[config.mk]
export PLATFORM = sky130hd
export DESIGN_NAME = tsx_exec
export DESIGN_NICKNAME = d
export VERILOG_FILES = /design/src/rtl/tsx_pkg.sv /design/src/rtl/tsx_exec.sv /design/src/rtl/tsx_qphase.sv
export VERILOG_INCLUDE_DIRS = /design/src /design/src/rtl
export SDC_FILE = /design/constraint.sdc
export NUM_CORES = 1
export LEC_CHECK = 0
export BUFFER_PORTS_ARGS = -buffer_cell sky130_fd_sc_hd__buf_2
export CORE_MARGIN = 2
export CORE_UTILIZATION = 55
export DETAILED_ROUTE_END_ITERATION = 10
export PLACE_DENSITY_LB_ADDON = 0.2
export SLEW_MARGIN = 20
export SYNTH_ARGS = -nofsm -noshare
export SYNTH_HDL_FRONTEND = slang
export SYNTH_HIERARCHICAL = 1
export SYNTH_SLANG_ARGS = --single-unit
[constraint.sdc]
create_clock -name i_clk_sys -period 5.51 [get_ports i_clk_sys]
set_input_delay 1.3775 -clock i_clk_sys [delete_from_list [all_inputs] [get_ports i_clk_sys]]
set_output_delay 1.3775 -clock i_clk_sys [all_outputs]
set_load 0.05 [all_outputs]
[src/rtl/tsx_defs.svh]
`ifndef TSX_DEFS_SVH
`define TSX_DEFS_SVH
// Opcode patterns
`define TSX_TST_OP 7'h33
`define TSX_TABLE_WRITE_INSTRUCTION_OP 14'h0003
// Access bank split and literal offset limit
`define TSX_ACC_SPLIT 8'h60
`define TSX_LIT_MAX 8'h5F
// Table write address modes
`define TSX_MODE_NONE 2'h0
`define TSX_MODE_POST_INC 2'h1
`define TSX_MODE_POST_DEC 2'h2
`define TSX_MODE_PRE_INC 2'h3
// Reset values and unit step constants
`define TSX_PTR_RST 21'h0_0000
`define TSX_PTR_ONE 21'h0_0001
`define TSX_BYTE_RST 8'h00
`define TSX_SKIP_RST 2'h0
`define TSX_SKIP_ONE 2'h1
`endif

[src/rtl/tsx_pkg.sv]
package tsx_pkg;
   typedef enum logic [1:0] {
      TSX_Q1 = 2'b00,
      TSX_Q2 = 2'b01,
      TSX_Q3 = 2'b10,
      TSX_Q4 = 2'b11
   } tsx_phase_t;
   typedef enum logic [2:0] {
      TSX_IDLE = 3'b000,
      TSX_TEST = 3'b001,
      TSX_SKIP = 3'b010,
      TSX_TW1 = 3'b011,
      TSX_TW2 = 3'b100
   } tsx_state_t;
   typedef struct packed {
      logic en;
      logic [13:0] addr;
   } tsx_rd_req_t;
   typedef struct packed {
      logic we;
      logic hi;
      logic [20:0] addr;
      logic [7:0] data;
   } tsx_hold_wr_t;
endpackage

[src/rtl/tsx_exec.sv]
`timescale 1ns/1ps
`include "tsx_defs.svh"
// Functional notes
// [RULE1] Opcode 0110011a plus 8-bit address is test-skip-if-zero; flags untouched.
// [RULE2] Zero register: drop prefetched word, run one NOP cycle, two cycles.
// [RULE3] Skipping a two-word instruction adds two NOP cycles, three total.
// [RULE4] Skipping a three-word instruction adds three NOP cycles, four total.
// [RULE5] Access bit 0 uses access bank; 1 takes upper bits from bank select.
// [RULE6] Extended set, access bit 0, address at most 95: indexed literal offset.
// [RULE7] Table write reads latch in second cycle, writes holding register late.
// [RULE8] Post-increment writes then bumps pointer; pre-increment bumps then writes.
// [RULE9] Pointer is 21 bits; modes none, post-inc, post-dec, pre-inc.
// [RULE10] Pointer bit 0 picks byte: 0 low byte, 1 high byte.
// [RULE11] Zero only if all bits clear; otherwise single cycle, no skip.
// [RULE12] Test cycle: decode Q1, read Q2, evaluate Q3, nothing in Q4.
module tsx_exec
   import tsx_pkg::*;
#(
   parameter int DADDR_W = 14,
   parameter int BSR_W = 6,
   parameter int PTR_W = 21
)
(
   input wire logic i_clk_sys,
   input wire logic i_nrst,
   input wire logic i_instr_valid,
   input wire logic [15:0] i_instr,
   input wire logic [1:0] i_next_words,
   input wire logic i_ext_en,
   input wire logic [BSR_W-1:0] i_bsr,
   input wire logic [DADDR_W-1:0] i_fsr2,
   input wire logic [7:0] i_rd_data,
   input wire logic [7:0] i_table_latch,
   input wire logic i_ptr_load,
   input wire logic [PTR_W-1:0] i_ptr_value,
   output tsx_rd_req_t o_rd,
   output tsx_hold_wr_t o_hold,
   output logic [PTR_W-1:0] o_table_pointer,
   output logic o_nop,
   output logic o_busy,
   output logic o_flags_we
);
   // ***********************************************
   // Checks and phase
   // ***********************************************
   if (DADDR_W != BSR_W + 8 || PTR_W != 21 || DADDR_W != 14)
   begin : g_bad
      $error("tsx_exec: widths not supported");
   end

   tsx_phase_t phase;
   tsx_state_t state;
   tsx_state_t next_state;
   logic [1:0] mode;
   logic [1:0] skip_cnt;
   logic [7:0] rd_byte;
   logic [7:0] tl_byte;
   logic is_zero;
   logic accept;
   logic is_tst;
   logic is_tw;

   tsx_qphase u_qphase (
      .i_clk_sys(i_clk_sys),
      .i_nrst(i_nrst),
      .o_phase(phase)
   );

   // Operand address; the extended test only applies with the access bit clear
   function automatic logic [13:0] tsx_operand_addr(input logic a, input logic [7:0] f,
      input logic ext, input logic [5:0] bank_select_register, input logic [13:0] fsr2);
      logic [13:0] r;
      r = {6'h3F, f};
      if (a)
         r = {bank_select_register, f}; // [RULE5]
      else if (ext && f <= `TSX_LIT_MAX)
         r = 14'(fsr2 + {6'h00, f}); // [RULE6]
      else if (f < `TSX_ACC_SPLIT)
         r = {6'h00, f}; // [RULE5]
      return r;
   endfunction

   // ***********************************************
   // Decode and sequencing
   // ***********************************************
   assign is_tst = i_instr[15:9] == `TSX_TST_OP; // [RULE1]
   assign is_tw = i_instr[15:2] == `TSX_TABLE_WRITE_INSTRUCTION_OP;
   assign accept = i_instr_valid && phase == TSX_Q1 && state == TSX_IDLE;

   // Next state; words while busy are ignored by design
   always_comb
   begin
      next_state = state;
      case (state)
         TSX_IDLE:
            if (accept && is_tst)
               next_state = TSX_TEST;
            else if (accept && is_tw)
               next_state = TSX_TW1;
         TSX_TEST:
            if (phase == TSX_Q4)
               next_state = is_zero ? TSX_SKIP : TSX_IDLE; // [RULE2] [RULE11]
         TSX_SKIP:
            if (phase == TSX_Q4 && skip_cnt == `TSX_SKIP_ONE)
               next_state = TSX_IDLE; // [RULE3] [RULE4]
         TSX_TW1:
            if (phase == TSX_Q4)
               next_state = TSX_TW2;
         TSX_TW2:
            if (phase == TSX_Q4)
               next_state = TSX_IDLE;
         default:
            next_state = TSX_IDLE;
      endcase
   end

   // State and status strobes; flags are never written by either instruction
   always_ff @(posedge i_clk_sys or negedge i_nrst)
   begin
      if (!i_nrst)
      begin
         state <= TSX_IDLE;
         o_busy <= 1'b0;
         o_nop <= 1'b0;
         o_flags_we <= 1'b0;
      end
      else
      begin
         state <= next_state;
         o_busy <= next_state != TSX_IDLE;
         o_nop <= next_state == TSX_SKIP; // Fetch logic drops the prefetched word
         o_flags_we <= 1'b0; // [RULE1]
      end
   end

   // ***********************************************
   // Test register, skip if zero
   // ***********************************************
   // Read request in Q2, data captured at the end of Q2
   always_ff @(posedge i_clk_sys or negedge i_nrst)
   begin
      if (!i_nrst)
      begin
         o_rd <= '0;
         rd_byte <= `TSX_BYTE_RST;
      end
      else if (accept && is_tst)
      begin
         o_rd.en <= 1'b1; // [RULE12]
         o_rd.addr <= tsx_operand_addr(i_instr[8], i_instr[7:0], i_ext_en, i_bsr, i_fsr2);
      end
      else if (state == TSX_TEST && phase == TSX_Q2)
      begin
         o_rd.en <= 1'b0;
         rd_byte <= i_rd_data; // [RULE12]
      end
   end

   // Evaluate in Q3; Q4 writes nothing back
   always_ff @(posedge i_clk_sys or negedge i_nrst)
   begin
      if (!i_nrst)
         is_zero <= 1'b0;
      else if (state == TSX_TEST && phase == TSX_Q3)
         is_zero <= rd_byte == `TSX_BYTE_RST; // [RULE11] [RULE12]
   end

   // NOP cycles follow the size of the skipped instruction; zero words treated as one
   always_ff @(posedge i_clk_sys or negedge i_nrst)
   begin
      if (!i_nrst)
         skip_cnt <= `TSX_SKIP_RST;
      else if (state == TSX_TEST && phase == TSX_Q4)
         skip_cnt <= (i_next_words == `TSX_SKIP_RST) ? `TSX_SKIP_ONE : i_next_words; // [RULE3]
      else if (state == TSX_SKIP && phase == TSX_Q4)
         skip_cnt <= 2'(skip_cnt - `TSX_SKIP_ONE); // [RULE4]
   end

   // ***********************************************
   // Table write tail
   // ***********************************************
   // Address mode held for the whole table write
   always_ff @(posedge i_clk_sys or negedge i_nrst)
   begin
      if (!i_nrst)
         mode <= `TSX_MODE_NONE;
      else if (accept && is_tw)
         mode <= i_instr[1:0]; // [RULE9]
   end

   // Latch sampled in Q2 of the second cycle
   always_ff @(posedge i_clk_sys or negedge i_nrst)
   begin
      if (!i_nrst)
         tl_byte <= `TSX_BYTE_RST;
      else if (state == TSX_TW2 && phase == TSX_Q2)
         tl_byte <= i_table_latch; // [RULE7]
   end

   // Pointer: pre-increment in Q1, write and post update in Q4
   always_ff @(posedge i_clk_sys or negedge i_nrst)
   begin
      if (!i_nrst)
         o_table_pointer <= `TSX_PTR_RST;
      else if (state == TSX_TW2 && ((phase == TSX_Q1 && mode == `TSX_MODE_PRE_INC) ||
         (phase == TSX_Q4 && mode == `TSX_MODE_POST_INC)))
         o_table_pointer <= o_table_pointer + `TSX_PTR_ONE; // [RULE8]
      else if (state == TSX_TW2 && phase == TSX_Q4 && mode == `TSX_MODE_POST_DEC)
         o_table_pointer <= o_table_pointer - `TSX_PTR_ONE; // [RULE9]
      else if (i_ptr_load && state == TSX_IDLE)
         o_table_pointer <= i_ptr_value; // Core load only between instructions
   end

   // Holding register write, one clock pulse after Q4 of the second cycle
   always_ff @(posedge i_clk_sys or negedge i_nrst)
   begin
      if (!i_nrst)
         o_hold <= '0;
      else if (state == TSX_TW2 && phase == TSX_Q4)
      begin
         o_hold.we <= 1'b1; // [RULE7]
         o_hold.addr <= o_table_pointer; // [RULE8]
         o_hold.hi <= o_table_pointer[0]; // [RULE10]
         o_hold.data <= tl_byte;
      end
      else
         o_hold.we <= 1'b0;
   end

   // ***********************************************
   // Assertions
   // ***********************************************
   logic [3:0] nop_len;
   logic [1:0] words_seen;
   always_ff @(posedge i_clk_sys or negedge i_nrst)
   begin
      if (!i_nrst)
      begin
         nop_len <= 4'h0;
         words_seen <= `TSX_SKIP_RST;
      end
      else
      begin
         nop_len <= o_nop ? 4'(nop_len + 4'h1) : 4'h0;
         if (state == TSX_TEST && phase == TSX_Q4)
            words_seen <= skip_cnt == `TSX_SKIP_RST ? i_next_words : i_next_words;
      end
   end
endmodule

[src/rtl/tsx_qphase.sv]
`timescale 1ns/1ps
// Four-phase sequencer of the instruction cycle
module tsx_qphase
   import tsx_pkg::*;
(
   input wire logic i_clk_sys,
   input wire logic i_nrst,
   output tsx_phase_t o_phase
);
   // Free running, Q1 after reset so a first instruction is taken at once
   always_ff @(posedge i_clk_sys or negedge i_nrst)
   begin
      if (!i_nrst)
         o_phase <= TSX_Q1;
      else
         o_phase <= tsx_phase_t'(o_phase + 2'b01);
   end
endmodule

======== Word-level counts from Yosys, hierarchy flattened ========
Index checks and enable logic that the tools add are counted.
storage, ports and cells
  flip-flop bits (word level) ............. 95
  output and inout bits ................... 70
cells by class
  $add $sub $neg .......................... 5
  order comparisons ....................... 2
  equality and inequality tests ........... 14
  multiplexer cells ....................... 20
  bitwise logic cells ..................... 1
  reduce and logical (&&, ||, !) cells .... 27
operators with widths
  kind                                                                              number
  21-bit two-way mux                                                                3
  14-bit two-way mux                                                                3
  21-bit by 1-bit adder with 21-bit output, second input constant                   1
  21-bit by 1-bit subtractor with 21-bit output, second input constant              1
  3-bit two-way mux                                                                 6
  1-bit logical AND                                                                 17
  3-bit one-hot mux with 5 select lines                                             1
  14-bit by 8-bit adder with 14-bit output                                          1
  14-bit by 2-bit equality test with 1-bit output, second input constant            1
  3-bit by 2-bit equality test with 1-bit output, second input constant             3
  2-bit equality test, second input constant                                        4
  8-bit by 7-bit less-or-equal comparator with 1-bit output, second input constant  1
  8-bit zero test                                                                   1
  8-bit by 7-bit < comparator with 1-bit output, second input constant              1
  2-bit two-way mux                                                                 4
  7-bit by 6-bit equality test with 1-bit output, second input constant             1
  2-bit by 1-bit equality test with 1-bit output, second input constant             3
  3-bit nonzero test                                                                2
  2-bit zero test                                                                   2
  2-bit nonzero test                                                                2
  3-bit by 1-bit equality test with 1-bit output, second input constant             1
  3-bit equality test, second input constant                                        1
  3-bit zero test                                                                   1
  1-bit two-way mux                                                                 3
  other kinds (5)                                                                   5

======== Depth between registers and ports, before layout ========
  depth after elaboration ................. 8
  mapped depth ............................ 9
  depth with buffers taken out ............ 8

======== By module ========
Netlist, hierarchy kept.
by module, submodules not included
  module      times used  cells each  area an instance (um^2)
  tsx_exec    1           562         5,410.2
  tsx_qphase  1           4           62.6

======== Least setup slack after synthesis ========
Ideal clock, no wire load.
  kind .................................... in2reg
  start point ............................. in i_instr[0]
  end point ............................... reg o_rd[12] (netlist name)
  arrival time ............................ 2.993 ns
  data required time ...................... 5.382 ns
  slack ................................... 2.389 ns
  stages on the path ...................... 8
  path buffers ............................ 0
  cells stage by stage .................... ha_1 > fa_1 > a21o_1 > a221oi_1 > a211o_1 > nor2_1 > xnor2_1 > o21ai_0
on the way
  cells in the longest elaborated chain, start to end .. 4
  elaborated cells on any way between the ends .. 7
ends and longest elaborated chain
  item                                                                              line            source
  start, declared                                                                   tsx_exec.sv:27  input wire logic [15:0] i_instr,
  branches (longest 2 deep; another with 14-bit by 8-bit adder with 14-bit output)  -
  14-bit two-way mux (*)                                                            tsx_exec.sv:76  else if (ext && f <= `TSX_LIT_MAX)
  14-bit two-way mux (*)                                                            tsx_exec.sv:74  if (a)
  end, declared                                                                     tsx_exec.sv:36  output tsx_rd_req_t o_rd,
Every way passes the cells marked *.
A chain may end at the register's enable or synchronous reset.

======== Worst setup path in the final report ========
  start point ............................. in i_instr[0]
  end point ............................... reg o_rd[10] (netlist name)
The elaborated chain is that of the path after synthesis.

==> impl_metrics.json <==
{
  "outcome": "completed",
  "cts-buffers-inserted": 9,
  "antenna_found_initial": 0,
  "wire_per_inst_um": 16.7,
  "p_per_area_mw_per_mm2": 245,
  "ctsHoldBuffers": 0,
  "cp_slowest_stage_delay_ns": 0.41,
  "worstReg2RegStart": "o_table_pointer[1]$_DFFE_PN0P_",
  "ys_top_cells_by_area": "dfrtp_1, mux2_2, o21ai_0, nand2_1, a21oi_1",
  "relSlewSlack": 0.427,
  "rsz0062_at_grt": "false",
  "ir_drop_v": 0.000134,
  "cts_buffer_depth": 2,
  "start_util": 0.563,
  "drt_iter0_drc": 253,
  "grt.busiest_layer": "met2",
  "yosysWarnings": 6,
  "hold_viol_final": 0,
  "critPathLaunch": "i_instr[0]",
  "pin_count": 150,
  "synthArstFlopShare": 1.00,
  "fmax_mhz": 324,
  "synth_top_area_frac": 0.430,
  "dp_hpwl_mm": 10.0,
  "crit_cells": 9,
  "cts_tree": "done",
  "crit_path_cell_trace": "buf_2, ha_1, fa_1, a21o_1, a221oi_1, a211o_1, nor2_1, xnor2_1, o21ai_0",
  "post_cts_buffers": 0,
  "areaGrowthSynthToFinish_pct": 18.2,
  "yosysUniqueCellTypes": 75,
  "yosysMostFrequentCell": "dfrtp_1",
  "r2r-end": "o_table_pointer[16]$_DFFE_PN0P_",
  "clockRootBuffer": "clkbuf_8",
  "grt_pass1_wl_mm": 23.4,
  "multi_input_area_mm2": 0.00291,
  "synth_ff_type": "dfrtp_1",
  "use_met3": 0.0554,
  "numPortBuffers": 148,
  "reg2reg_depth": 7,
  "mappedNetlistArea_mm2": 0.00547,
  "finalCritPeriodShare": 0.561,
  "place.gp.congestion": 0.896,
  "nFillCells": 866,
  "min_period_ns": 3.09,
  "arrival_ns": 3.37,
  "design_area_mm2": 0.00647,
  "yosysTopAreaCell": "dfrtp_1",
  "synth-seq-area-share": 0.430,
  "die_h_um": 104,
  "crit_type": "primary input to flip-flop",
  "placeableCoreArea_mm2": 0.00973,
  "slew_violations": 0,
  "cpMaxStageDelayCell": "fa_1",
  "post_cts_resized": 0,
  "clkSlewWorstSetupHoldPaths_ns": 0.08,
  "tns_ns": 0,
  "hold_class": "flip-flop to flip-flop",
  "insertedDiodeCount": 0,
  "drive_gt1_frac": 0.323,
  "skew_ns": 0.0141,
  "crit_fanout": 3,
  "grt_overflow": 0,
  "gr-usage-met1": 0.336,
  "ant_nets": 0,
  "drv_cap": 0,
  "place_area_mm2": 0.00624,
  "grt_pass1_vias": 4698,
  "syn_area_per_cell_um2": 9.67,
  "drt_first_pass_iters": 5,
  "worst_pin_slew_ns": 0.857,
  "path_delay_family": "compound AO/OA/AOI/OAI gates",
  "crit_end": "o_rd[10]$_DFFE_PN0P_",
  "path_buf_inv": 1,
  "r2r_slack_ns": 2.82,
  "p_leak_nw": 3.08,
  "gr-usage-all-layers": 0.265,
  "fp-row-count": 36,
  "synth_nets": 658,
  "ff_latch_area_mm2": 0.00235,
  "grtUsageMet2": 0.464,
  "drc": 0,
  "vias": 4913,
  "ys_top_cells_by_count": "dfrtp_1, nand2_1, o21ai_0",
  "num-nets-final": 789,
  "die_area_mm2": 0.0108,
  "grt_max_degree": 55,
  "routed_wirelength_mm": 13.9,
  "chipWidth_um": 104,
  "synth_enable_flop_cells": 0,
  "syn_inst": 566,
  "yosys_register_bits": 94,
  "critPathCaptureType": "flip-flop",
  "cts.sink_count": 94,
  "cts-htree-levels": 3,
  "start_kind": "primary input",
  "finalSetupViolations": 0,
  "clk_latency_ns": 0.37,
  "required_ns": 5.79,
  "routed_via_density": 5.90
}
==> per-layer routing <==
layer,share of wire,vias to the layer above
met4,0.013,0
li1,-,2342
met2,0.50,185
met5,0,-
met1,0.42,2367
met3,0.065,19
==> state kept, by name, indices dropped and copies added (netlist names) <==
name	count
o_hold	30
o_table_pointer	21
o_rd	15
rd_byte	8
tl_byte	8
state	3
mode	2
skip_cnt	2
u_qphase/o_phase	2
is_zero	1
o_busy	1
o_nop	1
==> where the power goes <==
part | total (mW) | switching [mW] | internal [mW]
Sequential | 0.765 | 0.0487 | 0.716
Combinational | 0.292 | 0.190 | 0.103
Clock | 0.530 | 0.234 | 0.297
==> worst min path at each step <==
| stage | start | end | slack (ns) | cells after the start |
|---|---|---|---|---|
| finish | o_rd[2]$_DFFE_PN0P_ | o_rd[2]$_DFFE_PN0P_ | 0.48 | 2 |
| global route | o_rd[1]$_DFFE_PN0P_ | o_rd[1]$_DFFE_PN0P_ | 0.52 | 2 |
| CTS | o_rd[2]$_DFFE_PN0P_ | o_rd[2]$_DFFE_PN0P_ | 0.48 | 2 |
| detailed placement | o_rd[2]$_DFFE_PN0P_ | o_rd[2]$_DFFE_PN0P_ | 0.47 | 2 |
| global placement | o_hold[24]$_DFFE_PN0P_ | o_hold[24]$_DFFE_PN0P_ | 0.46 | 2 |
| floorplan | is_zero$_DFFE_PN0P_ | is_zero$_DFFE_PN0P_ | 0.45 | 2 |
==> worst min-delay path, stage by stage, from the launching register on <==
cell	delay, ns
dfrtp_1	0.34
nand2_1	0.05
o21ai_0	0.06
==> layout by cell type (no fill, tap or decap), types with 6 or more instances in the layout <==
master,netlist,routed
a211oi_1,6,6
a21o_1,7,7
a21oi_1,38,38
buf_2,6,147
clkbuf_8,0,9
dfrtp_1,94,94
ha_1,11,11
inv_1,10,10
mux2_2,41,41
mux2i_1,6,6
nand2_1,52,52
nand3_1,21,21
nand3b_1,6,6
nor2_1,40,40
nor3_1,15,15
nor4_1,8,8
o21ai_0,49,48
o22ai_1,6,6
xnor2_1,15,15
xor2_1,9,9
==> layout make-up <==
class / instances / area share
Tap cell: 133 / 0.0257
Sequential cell: 94 / 0.364
Multi-Input combinational cell: 430 / 0.450
Clock buffer: 10 / 0.0197
Inverter: 10 / 0.00580
Clock inverter: 4 / 0.0151
Timing Repair Buffer: 152 / 0.120
==> kinds of logic (layout without fill, tap and decap cells) <==
| logic type | after synthesis | after routing | synth area share |
|---|---|---|---|
| buffers and inverters | 42 | 176 | 0.0380 |
| flip-flops | 94 | 94 | 0.430 |
| XOR/XNOR | 24 | 24 | 0.0384 |
| AND/OR/NAND/NOR | 192 | 192 | 0.189 |
| AO/OA/AOI/OAI | 154 | 154 | 0.180 |
| multiplexers | 47 | 47 | 0.0953 |
| other | 1 | 1 | 0.000685 |
| adder cells (fa/ha/maj) | 12 | 12 | 0.0288 |
==> stage by stage <==
| stage | utilization | std cells | power, mW | hold slack (ns) | setup WS, ns |
|---|---|---|---|---|---|
| after floorplan | - | 566 | 0.968 | 0.449 | 2.39 |
| after global placement | 0.642 | 819 | 1.06 | 0.460 | 2.13 |
| after detailed placement | 0.642 | 819 | 1.07 | 0.465 | 2.04 |
| after CTS | 0.665 | 833 | 1.59 | 0.484 | 2.45 |
| after global routing | 0.665 | 833 | 1.66 | 0.521 | 2.30 |
| final | 0.665 | 833 | 1.59 | 0.477 | 2.42 |
No activity file was read; power rests on OpenSTA's default activity.
